File: src/pkg/csa_pkg.sv
// Shared constants and types for the core status and working register file
package csa_pkg;
   // Special-function register addresses
   localparam logic [7:0] ADDR_STACK_TOP_POINTER = 8'h81;
   localparam logic [7:0] ADDR_DATA_PTR_LOW_BYTE = 8'h82;
   localparam logic [7:0] ADDR_DATA_PTR_HIGH_BYTE = 8'h83;
   localparam logic [7:0] ADDR_PROGRAM_STATUS_WORD = 8'hd0;
   localparam logic [7:0] ADDR_PRIMARY_WORKING_REGISTER = 8'he0;
   localparam logic [7:0] ADDR_SECONDARY_OPERAND_REGISTER = 8'hf0;
   localparam logic [7:0] SFR_SPACE_BASE = 8'h80;
   // Reset values
   localparam logic [7:0] RST_STACK_TOP_POINTER = 8'h07;
   localparam logic [7:0] RST_DATA_PTR = 8'h00;
   localparam logic [7:0] RST_PROGRAM_STATUS_WORD = 8'h00;
   localparam logic [7:0] RST_PRIMARY_WORKING_REGISTER = 8'h00;
   localparam logic [7:0] RST_SECONDARY_OPERAND_REGISTER = 8'h00;
   // Status word field positions
   localparam int POS_CARRY_FLAG = 7;
   localparam int POS_AUX_CARRY_FLAG = 6;
   localparam int POS_USER_FLAG_ZERO = 5;
   localparam int POS_BANK_SEL_HI = 4;
   localparam int POS_BANK_SEL_LO = 3;
   localparam int POS_ARITH_RANGE_ERROR_FLAG = 2;
   localparam int POS_USER_FLAG_ONE = 1;
   localparam int POS_PARITY_FLAG = 0;
   // Bank base step (eight registers per bank)
   localparam int BANK_SHIFT = 3;
   // Count of low address bits that are zero on bit-addressable registers
   localparam int BIT_ADDR_ALIGN = 3;
   // Arithmetic operation codes
   typedef enum logic [2:0] {
      CSA_OP_NONE = 3'b000,
      CSA_OP_ADD = 3'b001,
      CSA_OP_ADDC = 3'b010,
      CSA_OP_SUBB = 3'b011,
      CSA_OP_MUL = 3'b100,
      CSA_OP_DIV = 3'b101,
      CSA_OP_OTHER = 3'b110
   } csa_op_t;
endpackage

File: src/design/csa_arith_unit.sv
// Arithmetic unit producing results and status flags
`timescale 1ns/1ps
module csa_arith_unit
   import csa_pkg::*;
(
   // Operation and operands
   input wire csa_pkg::csa_op_t i_op,
   input wire logic [7:0] i_acc,
   input wire logic [7:0] i_opnd,
   input wire logic [7:0] i_breg,
   input wire logic i_carry_in,
   // Results
   output logic [7:0] o_acc_res,
   output logic [7:0] o_b_res,
   output logic o_b_wr,
   output logic o_carry,
   output logic o_aux_carry,
   output logic o_range_err
);
   logic [8:0] sum;
   logic [4:0] nib;
   logic [15:0] prod;
   logic cin;

   // Result and flag computation
   always_comb begin
      cin = (i_op == CSA_OP_ADDC || i_op == CSA_OP_SUBB) ? i_carry_in
         : 1'b0;
      sum = 9'h000;
      nib = 5'h00;
      prod = 16'h0000;
      o_acc_res = i_acc;
      o_b_res = i_breg;
      o_b_wr = 1'b0;
      o_carry = 1'b0;
      o_aux_carry = 1'b0;
      o_range_err = 1'b0;
      unique case (i_op)
         CSA_OP_ADD, CSA_OP_ADDC: begin
            sum = {1'b0, i_acc} + {1'b0, i_opnd} + {8'h00, cin};
            nib = {1'b0, i_acc[3:0]} + {1'b0, i_opnd[3:0]} + {4'h0, cin};
            o_acc_res = sum[7:0];
            o_carry = sum[8]; // RULE_11
            o_aux_carry = nib[4]; // RULE_11
            o_range_err = (i_acc[7] == i_opnd[7]) &&
               (sum[7] != i_acc[7]); // RULE_12
         end
         CSA_OP_SUBB: begin
            sum = {1'b0, i_acc} - {1'b0, i_opnd} - {8'h00, cin};
            nib = {1'b0, i_acc[3:0]} - {1'b0, i_opnd[3:0]} - {4'h0, cin};
            o_acc_res = sum[7:0];
            o_carry = sum[8]; // RULE_11
            o_aux_carry = nib[4]; // RULE_11
            o_range_err = (i_acc[7] != i_opnd[7]) &&
               (sum[7] != i_acc[7]); // RULE_12
         end
         CSA_OP_MUL: begin
            prod = i_acc * i_breg;
            o_acc_res = prod[7:0];
            o_b_res = prod[15:8];
            o_b_wr = 1'b1;
            o_range_err = (prod[15:8] != 8'h00); // RULE_12
         end
         CSA_OP_DIV: begin
            o_b_wr = 1'b1;
            if (i_breg == 8'h00) begin
               o_range_err = 1'b1; // RULE_12
            end else begin
               o_acc_res = i_acc / i_breg;
               o_b_res = i_acc % i_breg;
            end
         end
         default: begin
            o_acc_res = i_acc;
         end
      endcase
   end
endmodule

File: src/design/csa_sfr_decode.sv
// Special-function address decoder and bank base generator
`timescale 1ns/1ps
module csa_sfr_decode
   import csa_pkg::*;
(
   // Address and bank select
   input wire logic [7:0] i_addr,
   input wire logic [1:0] i_bank_sel,
   // Decoded selects
   output logic o_sel_sp,
   output logic o_sel_dpl,
   output logic o_sel_dph,
   output logic o_sel_psw,
   output logic o_sel_acc,
   output logic o_sel_b,
   output logic o_in_sfr,
   output logic o_bit_ok,
   output logic [7:0] o_bank_base
);
   // Register selects within direct space
   always_comb begin
      o_in_sfr = (i_addr >= SFR_SPACE_BASE); // RULE_10
      o_sel_sp = (i_addr == ADDR_STACK_TOP_POINTER); // RULE_05
      o_sel_dpl = (i_addr == ADDR_DATA_PTR_LOW_BYTE); // RULE_06
      o_sel_dph = (i_addr == ADDR_DATA_PTR_HIGH_BYTE); // RULE_07
      o_sel_psw = (i_addr == ADDR_PROGRAM_STATUS_WORD); // RULE_02
      o_sel_acc = (i_addr == ADDR_PRIMARY_WORKING_REGISTER); // RULE_03
      o_sel_b = (i_addr == ADDR_SECONDARY_OPERAND_REGISTER); // RULE_04
      o_bit_ok = o_in_sfr && (i_addr[2:0] == 3'h0); // RULE_10
      o_bank_base = {3'h0, i_bank_sel, 3'h0}; // RULE_01
   end
endmodule

File: src/design/csa_status_regs.sv
// Core working and status register file on the direct address space
//
// Functional notes
// RULE_01: The two bank-select bits of the status word pick bank 0..3 at base 0x00, 0x08, 0x10 or 0x18.
// RULE_02: The status word lives at 0xD0, is bit-addressable, clears to zero, and its two user flags are software bits.
// RULE_03: The primary working register lives at 0xE0, is bit-addressable, read-write and clears to zero.
// RULE_04: The secondary operand register lives at 0xF0, is bit-addressable, read-write and clears to zero.
// RULE_05: The stack pointer byte lives at 0x81.
// RULE_06: The data pointer low byte lives at 0x82.
// RULE_07: The data pointer high byte lives at 0x83.
// RULE_08: Unassigned special-function addresses are reserved with no defined function.
// RULE_09: Reserved bits reset to the default-state value, taken here as zero.
// RULE_10: Direct addresses 0x80..0xFF reach these registers; addresses ending in 0x0 or 0x8 also take bit access.
// RULE_11: Add and subtract set carry from bit 7 and aux carry from bit 3; other arithmetic clears both.
// RULE_12: Overflow flags signed add/sub overflow, wide products and divide by zero; parity shows odd parity of the primary register.
`timescale 1ns/1ps
module csa_status_regs
   import csa_pkg::*;
(
   // Clock and reset
   input wire logic i_core_clk,
   input wire logic i_rst,
   // Direct byte access
   input wire logic [7:0] i_addr,
   input wire logic i_wr_en,
   input wire logic [7:0] i_wr_data,
   // Bit access
   input wire logic i_bit_wr_en,
   input wire logic [2:0] i_bit_pos,
   input wire logic i_bit_val,
   // Arithmetic request
   input wire csa_pkg::csa_op_t i_op,
   input wire logic [7:0] i_opnd,
   // Read data
   output logic [7:0] o_rd_data,
   output logic o_rd_hit,
   // Register views
   output logic [7:0] o_primary_working_register,
   output logic [7:0] o_secondary_operand_register,
   output logic [7:0] o_program_status_word,
   output logic [7:0] o_stack_top_pointer,
   output logic [15:0] o_data_ptr,
   output logic [7:0] o_bank_base
);
   import csa_pkg::*;

   ////////////////////////////////////////////////////////////////////
   // Storage
   logic [7:0] primary_working_register;
   logic [7:0] secondary_operand_register;
   logic [7:0] stack_top_pointer;
   logic [7:0] data_ptr_low_byte;
   logic [7:0] data_ptr_high_byte;
   logic carry_flag;
   logic aux_carry_flag;
   logic user_flag_zero;
   logic bank_sel_hi;
   logic bank_sel_lo;
   logic arith_range_error_flag;
   logic user_flag_one;
   logic parity_flag;

   ////////////////////////////////////////////////////////////////////
   // Decode and arithmetic
   logic sel_sp;
   logic sel_dpl;
   logic sel_dph;
   logic sel_psw;
   logic sel_acc;
   logic sel_b;
   logic in_sfr;
   logic bit_ok;
   logic [7:0] acc_res;
   logic [7:0] b_res;
   logic b_wr;
   logic arith_carry;
   logic arith_aux;
   logic arith_range;
   logic arith_act;
   logic byte_wr;
   logic bit_wr;
   logic [7:0] psw_now;
   logic [7:0] bit_mask;

   csa_sfr_decode u_decode (
      .i_addr(i_addr),
      .i_bank_sel({bank_sel_hi, bank_sel_lo}),
      .o_sel_sp(sel_sp),
      .o_sel_dpl(sel_dpl),
      .o_sel_dph(sel_dph),
      .o_sel_psw(sel_psw),
      .o_sel_acc(sel_acc),
      .o_sel_b(sel_b),
      .o_in_sfr(in_sfr),
      .o_bit_ok(bit_ok),
      .o_bank_base(o_bank_base)
   );

   csa_arith_unit u_arith (
      .i_op(i_op),
      .i_acc(primary_working_register),
      .i_opnd(i_opnd),
      .i_breg(secondary_operand_register),
      .i_carry_in(carry_flag),
      .o_acc_res(acc_res),
      .o_b_res(b_res),
      .o_b_wr(b_wr),
      .o_carry(arith_carry),
      .o_aux_carry(arith_aux),
      .o_range_err(arith_range)
   );

   // Access qualifiers
   assign arith_act = (i_op != CSA_OP_NONE);
   assign byte_wr = i_wr_en && in_sfr; // RULE_10
   assign bit_wr = i_bit_wr_en && bit_ok; // RULE_10
   assign bit_mask = 8'h01 << i_bit_pos;
   assign psw_now = {carry_flag, aux_carry_flag, user_flag_zero,
      bank_sel_hi, bank_sel_lo, arith_range_error_flag, user_flag_one,
      parity_flag};

   ////////////////////////////////////////////////////////////////////
   // Primary working register
   always_ff @(posedge i_core_clk or posedge i_rst) begin
      if (i_rst) begin
         primary_working_register <= RST_PRIMARY_WORKING_REGISTER; // RULE_03
      end else if (byte_wr && sel_acc) begin
         primary_working_register <= i_wr_data; // RULE_03
      end else if (bit_wr && sel_acc) begin
         primary_working_register[i_bit_pos] <= i_bit_val; // RULE_03
      end else if (arith_act) begin
         primary_working_register <= acc_res;
      end
   end

   // Secondary operand register
   always_ff @(posedge i_core_clk or posedge i_rst) begin
      if (i_rst) begin
         secondary_operand_register <= RST_SECONDARY_OPERAND_REGISTER; // RULE_04
      end else if (byte_wr && sel_b) begin
         secondary_operand_register <= i_wr_data; // RULE_04
      end else if (bit_wr && sel_b) begin
         secondary_operand_register[i_bit_pos] <= i_bit_val; // RULE_04
      end else if (arith_act && b_wr) begin
         secondary_operand_register <= b_res; // RULE_04
      end
   end

   // Stack pointer
   always_ff @(posedge i_core_clk or posedge i_rst) begin
      if (i_rst) begin
         stack_top_pointer <= RST_STACK_TOP_POINTER;
      end else if (byte_wr && sel_sp) begin
         stack_top_pointer <= i_wr_data; // RULE_05
      end
   end

   // Data pointer bytes
   always_ff @(posedge i_core_clk or posedge i_rst) begin
      if (i_rst) begin
         data_ptr_low_byte <= RST_DATA_PTR;
         data_ptr_high_byte <= RST_DATA_PTR;
      end else begin
         if (byte_wr && sel_dpl) begin
            data_ptr_low_byte <= i_wr_data; // RULE_06
         end
         if (byte_wr && sel_dph) begin
            data_ptr_high_byte <= i_wr_data; // RULE_07
         end
      end
   end

   ////////////////////////////////////////////////////////////////////
   // Status word: software write, bit write, then arithmetic flags
   always_ff @(posedge i_core_clk or posedge i_rst) begin
      if (i_rst) begin
         {carry_flag, aux_carry_flag, user_flag_zero, bank_sel_hi,
            bank_sel_lo, arith_range_error_flag,
            user_flag_one} <= RST_PROGRAM_STATUS_WORD[7:1]; // RULE_02
      end else if (byte_wr && sel_psw) begin
         carry_flag <= i_wr_data[POS_CARRY_FLAG];
         aux_carry_flag <= i_wr_data[POS_AUX_CARRY_FLAG];
         user_flag_zero <= i_wr_data[POS_USER_FLAG_ZERO]; // RULE_02
         bank_sel_hi <= i_wr_data[POS_BANK_SEL_HI]; // RULE_01
         bank_sel_lo <= i_wr_data[POS_BANK_SEL_LO]; // RULE_01
         arith_range_error_flag <= i_wr_data[POS_ARITH_RANGE_ERROR_FLAG];
         user_flag_one <= i_wr_data[POS_USER_FLAG_ONE]; // RULE_02
      end else if (bit_wr && sel_psw) begin
         carry_flag <= (bit_mask[POS_CARRY_FLAG]) ? i_bit_val : carry_flag;
         aux_carry_flag <= (bit_mask[POS_AUX_CARRY_FLAG]) ? i_bit_val
            : aux_carry_flag;
         user_flag_zero <= (bit_mask[POS_USER_FLAG_ZERO]) ? i_bit_val
            : user_flag_zero; // RULE_02
         bank_sel_hi <= (bit_mask[POS_BANK_SEL_HI]) ? i_bit_val
            : bank_sel_hi;
         bank_sel_lo <= (bit_mask[POS_BANK_SEL_LO]) ? i_bit_val
            : bank_sel_lo;
         arith_range_error_flag <= (bit_mask[POS_ARITH_RANGE_ERROR_FLAG])
            ? i_bit_val : arith_range_error_flag;
         user_flag_one <= (bit_mask[POS_USER_FLAG_ONE]) ? i_bit_val
            : user_flag_one; // RULE_02
      end else if (arith_act && i_op != CSA_OP_OTHER) begin
         carry_flag <= arith_carry; // RULE_11
         aux_carry_flag <= arith_aux; // RULE_11
         arith_range_error_flag <= arith_range; // RULE_12
      end else if (i_op == CSA_OP_OTHER) begin
         carry_flag <= 1'b0; // RULE_11
         aux_carry_flag <= 1'b0; // RULE_11
      end
   end

   // Parity follows the primary working register, read-only
   assign parity_flag = ^primary_working_register; // RULE_12

   ////////////////////////////////////////////////////////////////////
   // Read mux; reserved addresses read zero and flag a miss
   always_comb begin
      o_rd_data = 8'h00;
      o_rd_hit = 1'b1;
      if (sel_sp) begin
         o_rd_data = stack_top_pointer; // RULE_05
      end else if (sel_dpl) begin
         o_rd_data = data_ptr_low_byte; // RULE_06
      end else if (sel_dph) begin
         o_rd_data = data_ptr_high_byte; // RULE_07
      end else if (sel_psw) begin
         o_rd_data = psw_now; // RULE_02
      end else if (sel_acc) begin
         o_rd_data = primary_working_register; // RULE_03
      end else if (sel_b) begin
         o_rd_data = secondary_operand_register; // RULE_04
      end else begin
         o_rd_data = 8'h00; // RULE_08 RULE_09
         o_rd_hit = 1'b0; // RULE_08
      end
   end

   // Register views for the datapath
   assign o_primary_working_register = primary_working_register;
   assign o_secondary_operand_register = secondary_operand_register;
   assign o_program_status_word = psw_now;
   assign o_stack_top_pointer = stack_top_pointer;
   assign o_data_ptr = {data_ptr_high_byte, data_ptr_low_byte};
endmodule

File: config.mk
export PLATFORM = sky130hd
export DESIGN_NAME = csa_status_regs
export DESIGN_NICKNAME = d
export VERILOG_FILES = /design/src/pkg/csa_pkg.sv /design/src/design/csa_arith_unit.sv /design/src/design/csa_sfr_decode.sv /design/src/design/csa_status_regs.sv
export SDC_FILE = /design/constraint.sdc
export NUM_CORES = 1
export LEC_CHECK = 0
export ABC_AREA = 0
export BUFFER_PORTS_ARGS = -buffer_cell sky130_fd_sc_hd__buf_2
export CAP_MARGIN = 20
export CORE_MARGIN = 5
export CORE_UTILIZATION = 50
export CTS_CLUSTER_SIZE = 14
export DETAILED_ROUTE_END_ITERATION = 10
export MAX_ROUTING_LAYER = met4
export PLACE_DENSITY = 0.7
export SYNTH_ARGS = -nofsm -noshare
export SYNTH_HDL_FRONTEND = slang
export SYNTH_SLANG_ARGS = --single-unit
File: constraint.sdc
create_clock -name i_core_clk -period 19.1 [get_ports i_core_clk]
set_input_delay 1.91 -clock i_core_clk [delete_from_list [all_inputs] [get_ports i_core_clk]]
set_output_delay 1.91 -clock i_core_clk [all_outputs]
set_load 0.01 [all_outputs]
==> metrics.md, run 1 <==
| Metric | Value |
|---|---|
| Max layer used | met4 |
| DRT antenna net count | 0 |
| Non-Filler Instances | 1,296 |
| RSZ-0062 raised after global routing | false |
| Worst Hold Depth | 2 |
| Ys Warns | 0 |
| Port Buffer Count | between 90 and 100 |
| Starting density of the core | 51.2% |
| Drt pass-1 iters | 5 |
| TNS Setup | 0 ns |
| CTS resizes | 0 |
| Synth unique cells | 79 |
| Register area share after synthesis | 14.5% |
| Clock Skews | 0.00452 ns |
| Htree depth | 2 |
| CTS clock-pin slew for the worst setup and hold paths | about 0.070 ns |
| CTS Hold Buffers Added | 0 |
| FF/Latch Area | 1180 sq um |
| Met3 wire length | about 2000 um |
| Slowest stage cell, crit path | a31oi_1 |
| Worst path most repeated cell | ha_1 |
| Fin. max-slew vios | 0 |
| Final min period | around 14 ns |
| Critical Path Source Type | flop |
| Hold Crit Class | flop to flop |
| Slew at the pin with the worst max-slew slack | between 0.9 and 1 ns |
| TritonCTS Buffers | 5 |
| Nets | around 1,300 |
| Multi-input logic area | around 6400 sq um |
| Initial antenna violation count | 0 |
| GPL Wtd Cong | between 1 and 1.5 |
| Largest net degree at the start of global routing | 48 |
| Number of flops mapped to enable cells by yosys | 0 |
| Drt total wl | 27,100 um |
| Syn Area/Cell | ~7.9 sq um |
| Flops & latches, synth | 47 |
| Clk buf depth | 2 |
| Crit path DAT | between 10 and 15 ns |
| Status | completed |
| Detailed placement HPWL | 21,500 um |
| Placed insts | about 1,300 |
| Fin Hold WS | about 0.53 ns |
| Top_reg_cell synth | dfrtp_1 |
| WS Path Type | flop to flop |
| Mapped Area | approximately 8000 sq um |
| Fmax | 70.0 MHz |
| Placeable Area | roughly 16,000 sq um |
| Overall Global Routing Usage | 30.1% |
| Fillcell total | 1,568 |
| First DRT Iteration DRCs | between 600 and 700 |
| Relative slew slack | a little over a third |
| Die area | between 15,000 and 20,000 sq um |
| First-pass GRT wire length | around 43,000 um |
| # diodes | 0 |
| Met2 WL | 12,800 um |
| Num ports | 100 |
| Clock Sinks | 47 |
| Die span in y | between 100 and 150 um |
| CP Max Fanout | 12 |
| FFs w/ async S/R, synth | 100% |
| DR vias/cell | around 6.1 |
| CTS tree | done |
| Area grow syn2layout | 8.24% |
| Root buffer cell | clkbuf_16 |
| Crit share post-route | 74.8% |
| Setup bufs post-CTS | 0 |
| R2r worst-path depth | between 50 and 60 |
| Worst-Skew Late Latency | around 0.30 ns |
| Drc violations | 0 |
| Worst Setup End Kind | flop |
| Vias in the first global route | approximately 7,700 |
| DR WL/cell | between 20 and 25 um |
| Die X | ~140 um |
| Cell count after synthesis | approximately 1,000 |
| Vias | about 7,900 |
| Rows | 46 |
| Maxcap violations | 0 |
| M1 WL | 11,300 um |
| Final Hold Viols | 0 |
| Slowest stage delay, CP | 0.78 ns |
| Data required, critical path | around 19 ns |
| Final setup vio count | 0 |
| Share of layout cells above drive strength 1 | between 10% and 20% |
| Remaining Overflow, GRT | 0 |
## critical path, delay by kind of cell, from the launching register on
| kind | cells | cell delay (ns) |
|---|---|---|
| muxes | 3 | 1.06 |
| AOI/OAI and AO/OA | 26 | 6.49 |
| adders and majority gates | 8 | 2.45 |
| xor gates and xnor gates | 1 | 0.18 |
| DFF | 1 | 0.60 |
| buffers and inverters | 6 | 1.10 |
| and+or+nand+nor | 10 | 2.25 |
## state kept, by name (all words and copies together) (netlist names)
name                          count
data_ptr_high_byte                8
bank_sel_hi                       1
aux_carry_flag                    1
arith_range_error_flag            1
user_flag_zero                    1
o_secondary_operand_register      8
bank_sel_lo                       1
o_stack_top_pointer               8
user_flag_one                     1
data_ptr_low_byte                 8
o_primary_working_register        8
carry_flag                        1
## synth_stat cells (all sizes together), types with 5 or more instances
| master | n | area (sq um) |
|---|---|---|
| dfrtp | 44 | 1100 |
| or2 | 9 | 56.3 |
| a21oi | 69 | 349 |
| o22ai | 8 | 50.1 |
| o21ai | 70 | 354 |
| nand2 | 106 | 398 |
| ha | 102 | 1280 |
| xnor2 | 24 | 210 |
| a211oi | 10 | 80.1 |
| nor3 | 34 | 186 |
| o21bai | 5 | 37.5 |
| or3 | 10 | 62.6 |
| nand2b | 9 | 56.3 |
| buf | 24 | 165 |
| nor2 | 84 | 315 |
| inv | 91 | 342 |
| and2 | 8 | 50.1 |
| a22oi | 20 | 150 |
| fa | 41 | 821 |
| nor2b | 10 | 62.6 |
| o21a | 14 | 105 |
| nand3 | 17 | 85.1 |
| mux2i | 12 | 124 |
| xor2 | 17 | 149 |
| and3 | 7 | 43.8 |
| o211ai | 12 | 90.1 |
| mux2 | 40 | 450 |
| nor4 | 8 | 65.1 |
| nand3b | 6 | 45.0 |
| clkbuf | 33 | 124 |
| a21o | 13 | 97.6 |
| a31oi | 8 | 65.1 |
## logic make-up (layout without fill, tap and decap cells)
logic type	Yosys count	count (layout)	share of synthesized area, %
multiplexers	52	52	7.04
adder cells (fa/ha/maj)	143	143	25.7
XOR/XNOR	41	41	4.40
AO/OA/AOI/OAI	268	268	21.3
buffers and inverters	151	199	7.87
flip-flops	47	47	14.5
AND/OR/NAND/NOR	324	324	19.1
other	1	6	0.0460
## stage by stage
stage                     utilization, %  setup slack [ns]  cell area, sq um
after floorplan                        -              7.08              8170
after global placement              54.1              4.92              8630
after detailed placement            54.1              4.35              8630
after CTS                           55.2              4.31              8790
after global routing                55.4              3.81              8830
final                               55.4              4.81              8830
## per-layer routing
layer / GRT usage (%) / vias up
li1: - / 3712
met4: 10.3 / 0
met3: 2.81 / 68
met5: - / -
met1: 39.7 / 3798
met2: 48.6 / 368
## layout by cell type (no fill, tap or decap), drive strengths merged, types with 6 or more instances in the layout
cell	instances
o22ai	8
nand2	106
o21ai	70
a211oi	10
mux2i	12
nand3	17
or3	10
buf	96
and2	8
nor2b	10
inv	91
clkbuf	7
a31oi	8
a21o	13
xnor2	24
nor2	84
fa	41
nor4	8
conb	6
xor2	17
ha	102
dfrtp	44
mux2	40
nand3b	6
nand2b	9
nor3	34
a22oi	20
o21a	14
a21oi	69
and3	7
o211ai	12
or2	9
## worst paths after layout
check / start / slack [ns] / endpoint
max: o_secondary_operand_register[0] / 4.81 / o_secondary_operand_register[6]
min: aux_carry_flag / 0.53 / aux_carry_flag
max reg2reg: o_secondary_operand_register[0] / 4.81 / o_secondary_operand_register[6]
min reg2reg: aux_carry_flag / 0.53 / aux_carry_flag
max in group asynchronous: i_rst / 17.09 / o_stack_top_pointer[2]
min in group asynchronous: i_rst / 1.49 / data_ptr_low_byte[1]
## layout make-up
class,instances,share of cell area [%]
clock inverter,2,0.425
inverter,94,4.00
sequential,47,13.4
multi-input combinational,834,72.0
timing repair buffer,97,5.73
tap,216,3.06
clock buffer,6,1.46
Power of run 1 is left out: the tool's default activity adds up to more than one toggle a clock period on the data nets, which glitch-free logic cannot reach.
==> run 2, diff against run 1 <==
--- a/config.mk
+++ b/config.mk
@@ -13,7 +13,7 @@
 export CTS_CLUSTER_SIZE = 14
 export DETAILED_ROUTE_END_ITERATION = 10
 export MAX_ROUTING_LAYER = met4
-export PLACE_DENSITY = 0.7
+export PLACE_DENSITY = 0.73
 export SYNTH_ARGS = -nofsm -noshare
 export SYNTH_HDL_FRONTEND = slang
 export SYNTH_SLANG_ARGS = --single-unit
==> constraint.sdc (replaced) <==
create_clock -name i_core_clk -period 12 [get_ports i_core_clk]
set_input_delay 1.2 -clock i_core_clk [delete_from_list [all_inputs] [get_ports i_core_clk]]
set_output_delay 1.2 -clock i_core_clk [all_outputs]
set_load 0.01 [all_outputs]
==> metrics.md, run 2 (synthesis results as in run 1) <==
| Metric | Value |
|---|---|
| Clk buf depth | 2 (unchanged) |
| Clock Sinks | 47 (unchanged) |
| Slowest stage cell, crit path | or4_4 (was a31oi_1) |
| First DRT Iteration DRCs | 891 (was 698) |
| R2r worst-path depth | 54 (unchanged) |
| First-pass GRT wire length | 42,200 um (was 42,800 um) |
| R2R setup slack | 0.29 ns (was 4.81 ns) |
| Initial antenna violation count | 0 (unchanged) |
| Remaining Overflow, GRT | 0 (unchanged) |
| Final Util | 59.4% (was 55.4%) |
| Vias | 8,226 (was 7,946) |
| Num ports | 100 (unchanged) |
| Area grow syn2layout | 16.1% (was 8.24%) |
| Worst Setup End Kind | flop (unchanged) |
| Drt pass-1 iters | 6 (was 5) |
| Hold Crit Class | flop to flop (unchanged) |
| Overall Global Routing Usage | 29.4% (was 30.1%) |
| Worst path most repeated cell | o21a_1 (was ha_1) |
| Final Hold Viols | 0 (unchanged) |
| Crit share post-route | 97.5% (was 74.8%) |
| Port Buffer Count | 93 (unchanged) |
| DR vias/cell | 6.11 (was 6.13) |
| Die span in y | 138 um (unchanged) |
| Worst-Skew Late Latency | 0.29 ns (was 0.30 ns) |
| Slew at the pin with the worst max-slew slack | 0.925 ns (was 0.972 ns) |
| Fmax | 85.4 MHz (was 70.0 MHz) |
| Relative slew slack | 37.8% (was 34.7%) |
| Drc violations | 0 (unchanged) |
| Placed insts | 1,319 (was 1,285) |
| Slowest stage delay, CP | 0.57 ns (was 0.78 ns) |
| WS Path Type | flop to flop (unchanged) |
| Starting density of the core | 51.2% (unchanged) |
| CTS tree | done (unchanged) |
| Commonest cells after routing, fill and taps aside | nand2_1 (105), ha_1 (93), buf_2 (93) (was nand2_1 (106), ha_1 (102), buf_2 (93)) |
| Crit path DAT | 11.91 ns (was 14.51 ns) |
| Root buffer cell | clkbuf_16 (unchanged) |
| Share of layout cells above drive strength 1 | 22.0% (was 15.9%) |
| Worst reg2reg path endpoint | o_secondary_operand_register[0] (was o_secondary_operand_register[6]) |
| Non-Filler Instances | 1,347 (was 1,296) |
| Fin. max-slew vios | 0 (unchanged) |
| Vias in the first global route | 7,797 (was 7,735) |
| Critical Path Source Type | flop (unchanged) |
| DR WL/cell | 20.6 um (was 20.9 um) |
| TritonCTS Buffers | 5 (unchanged) |
| Maxcap violations | 0 (unchanged) |
| Drt total wl | 27,700 um (was 27,100 um) |
| Hold path start | data_ptr_low_byte[3] (was aux_carry_flag) |
| Status | completed (unchanged) |
| Final min period | 11.71 ns (was 14.29 ns) |
| Rows | 46 (unchanged) |
| Reg2reg start | o_secondary_operand_register[4] (was o_secondary_operand_register[0]) |
| CP Max Fanout | 6 (was 12) |
| Hold Path End | data_ptr_low_byte[3] (was aux_carry_flag) |
| Placeable Area | 15,900 sq um (unchanged) |
| Data required, critical path | 12.21 ns (was 19.32 ns) |
| Nets | 1,307 (was 1,257) |
| Worst Hold Depth | 1 (was 2) |
| Largest net degree at the start of global routing | 48 (unchanged) |
| GPL Wtd Cong | 1.00 (was 1.06) |
| Die X | 138 um (unchanged) |
| Detailed placement HPWL | 21,300 um (was 21,500 um) |
| Final setup vio count | 0 (unchanged) |
| Commonest non-fill, non-tap cell in the layout | nand2_1 (unchanged) |
| Htree depth | 2 (unchanged) |
| Clock Skews | 0.00273 ns (was 0.00452 ns) |
| CTS clock-pin slew for the worst setup and hold paths | 0.06 ns (was 0.07 ns) |
| Die area | 19,000 sq um (unchanged) |
| DRT antenna net count | 0 (unchanged) |
[run 2: cell types whose count changed in the layout (fill, tap and decap cells not counted), sizes merged]
cell           previous run  this run
clkinvlp                  1         0
buf                      96       146
diode                     0         1
clkdlybuf4s15             0         1
[run 2: area by class of cell]
| cell class | instances | area [sq um] |
|---|---|---|
| multi-input cells | 834 | 6590 |
| repair buffers | 147 | 907 |
| inverters | 94 | 353 |
| clock inverters | 1 | 30.0 |
| diodes | 1 | 2.50 |
| clock buffers | 7 | 133 |
| fillers | 1430 | 6470 |
| flip-flops and latches | 47 | 1180 |
| well taps | 216 | 270 |
[run 2: what timing repair did]
action / in CTS / in global routing
pin swaps: 1 / 22
hold buffers: 0 / 0
setup endpoints to repair: 9 / 9
gates cloned: 0 / 1
buffers inserted: 0 / 17
resized for setup: 7 / 41
[run 2: per-stage QoR]
step                hold slack (ns)  setup WS, ns  instance area, sq um  setup TNS (ns)
finish                        0.532         0.294                  9470               0
global route                  0.546        -0.139                  9470          -0.385
CTS                           0.533        0.0115                  9060               0
detailed placement            0.514        -0.384                  8880           -2.14
global placement              0.510      -0.00974                  8880        -0.00974
floorplan                     0.470        0.0804                  8180               0
[run 2: worst max path at each step]
stage / startpoint / end / cells past startpoint
after floorplan: o_secondary_operand_register[4] / o_secondary_operand_register[6] / 55
after CTS: o_secondary_operand_register[4] / o_secondary_operand_register[0] / 55
after global placement: o_secondary_operand_register[4] / o_secondary_operand_register[0] / 56
after global routing: o_secondary_operand_register[4] / o_secondary_operand_register[0] / 55
final: o_secondary_operand_register[4] / o_secondary_operand_register[0] / 54
after detailed placement: o_secondary_operand_register[4] / o_secondary_operand_register[0] / 56
[run 2: worst max-delay path, delay by kind of cell (launching register included)]
kind / cells / cell delay [ns]
xor gates and xnor gates: 1 / 0.21
and+or+nand+nor: 13 / 2.82
muxes: 4 / 1.19
adders and majority gates: 7 / 1.91
DFF: 1 / 0.38
AOI/OAI and AO/OA: 22 / 4.07
buffers and inverters: 7 / 1.03
[run 2: per-layer routing]
| metal | global-route usage, % | wire length (um) | vias to the layer above |
|---|---|---|---|
| met2 | 46.8 | 12900 | 392 |
| met1 | 38.7 | 11400 | 3933 |
| met3 | 2.96 | 2220 | 88 |
| li1 | - | - | 3813 |
| met5 | - | 0 | - |
| met4 | 11.9 | 1160 | 0 |
Power of run 2 is left out for the same reason.
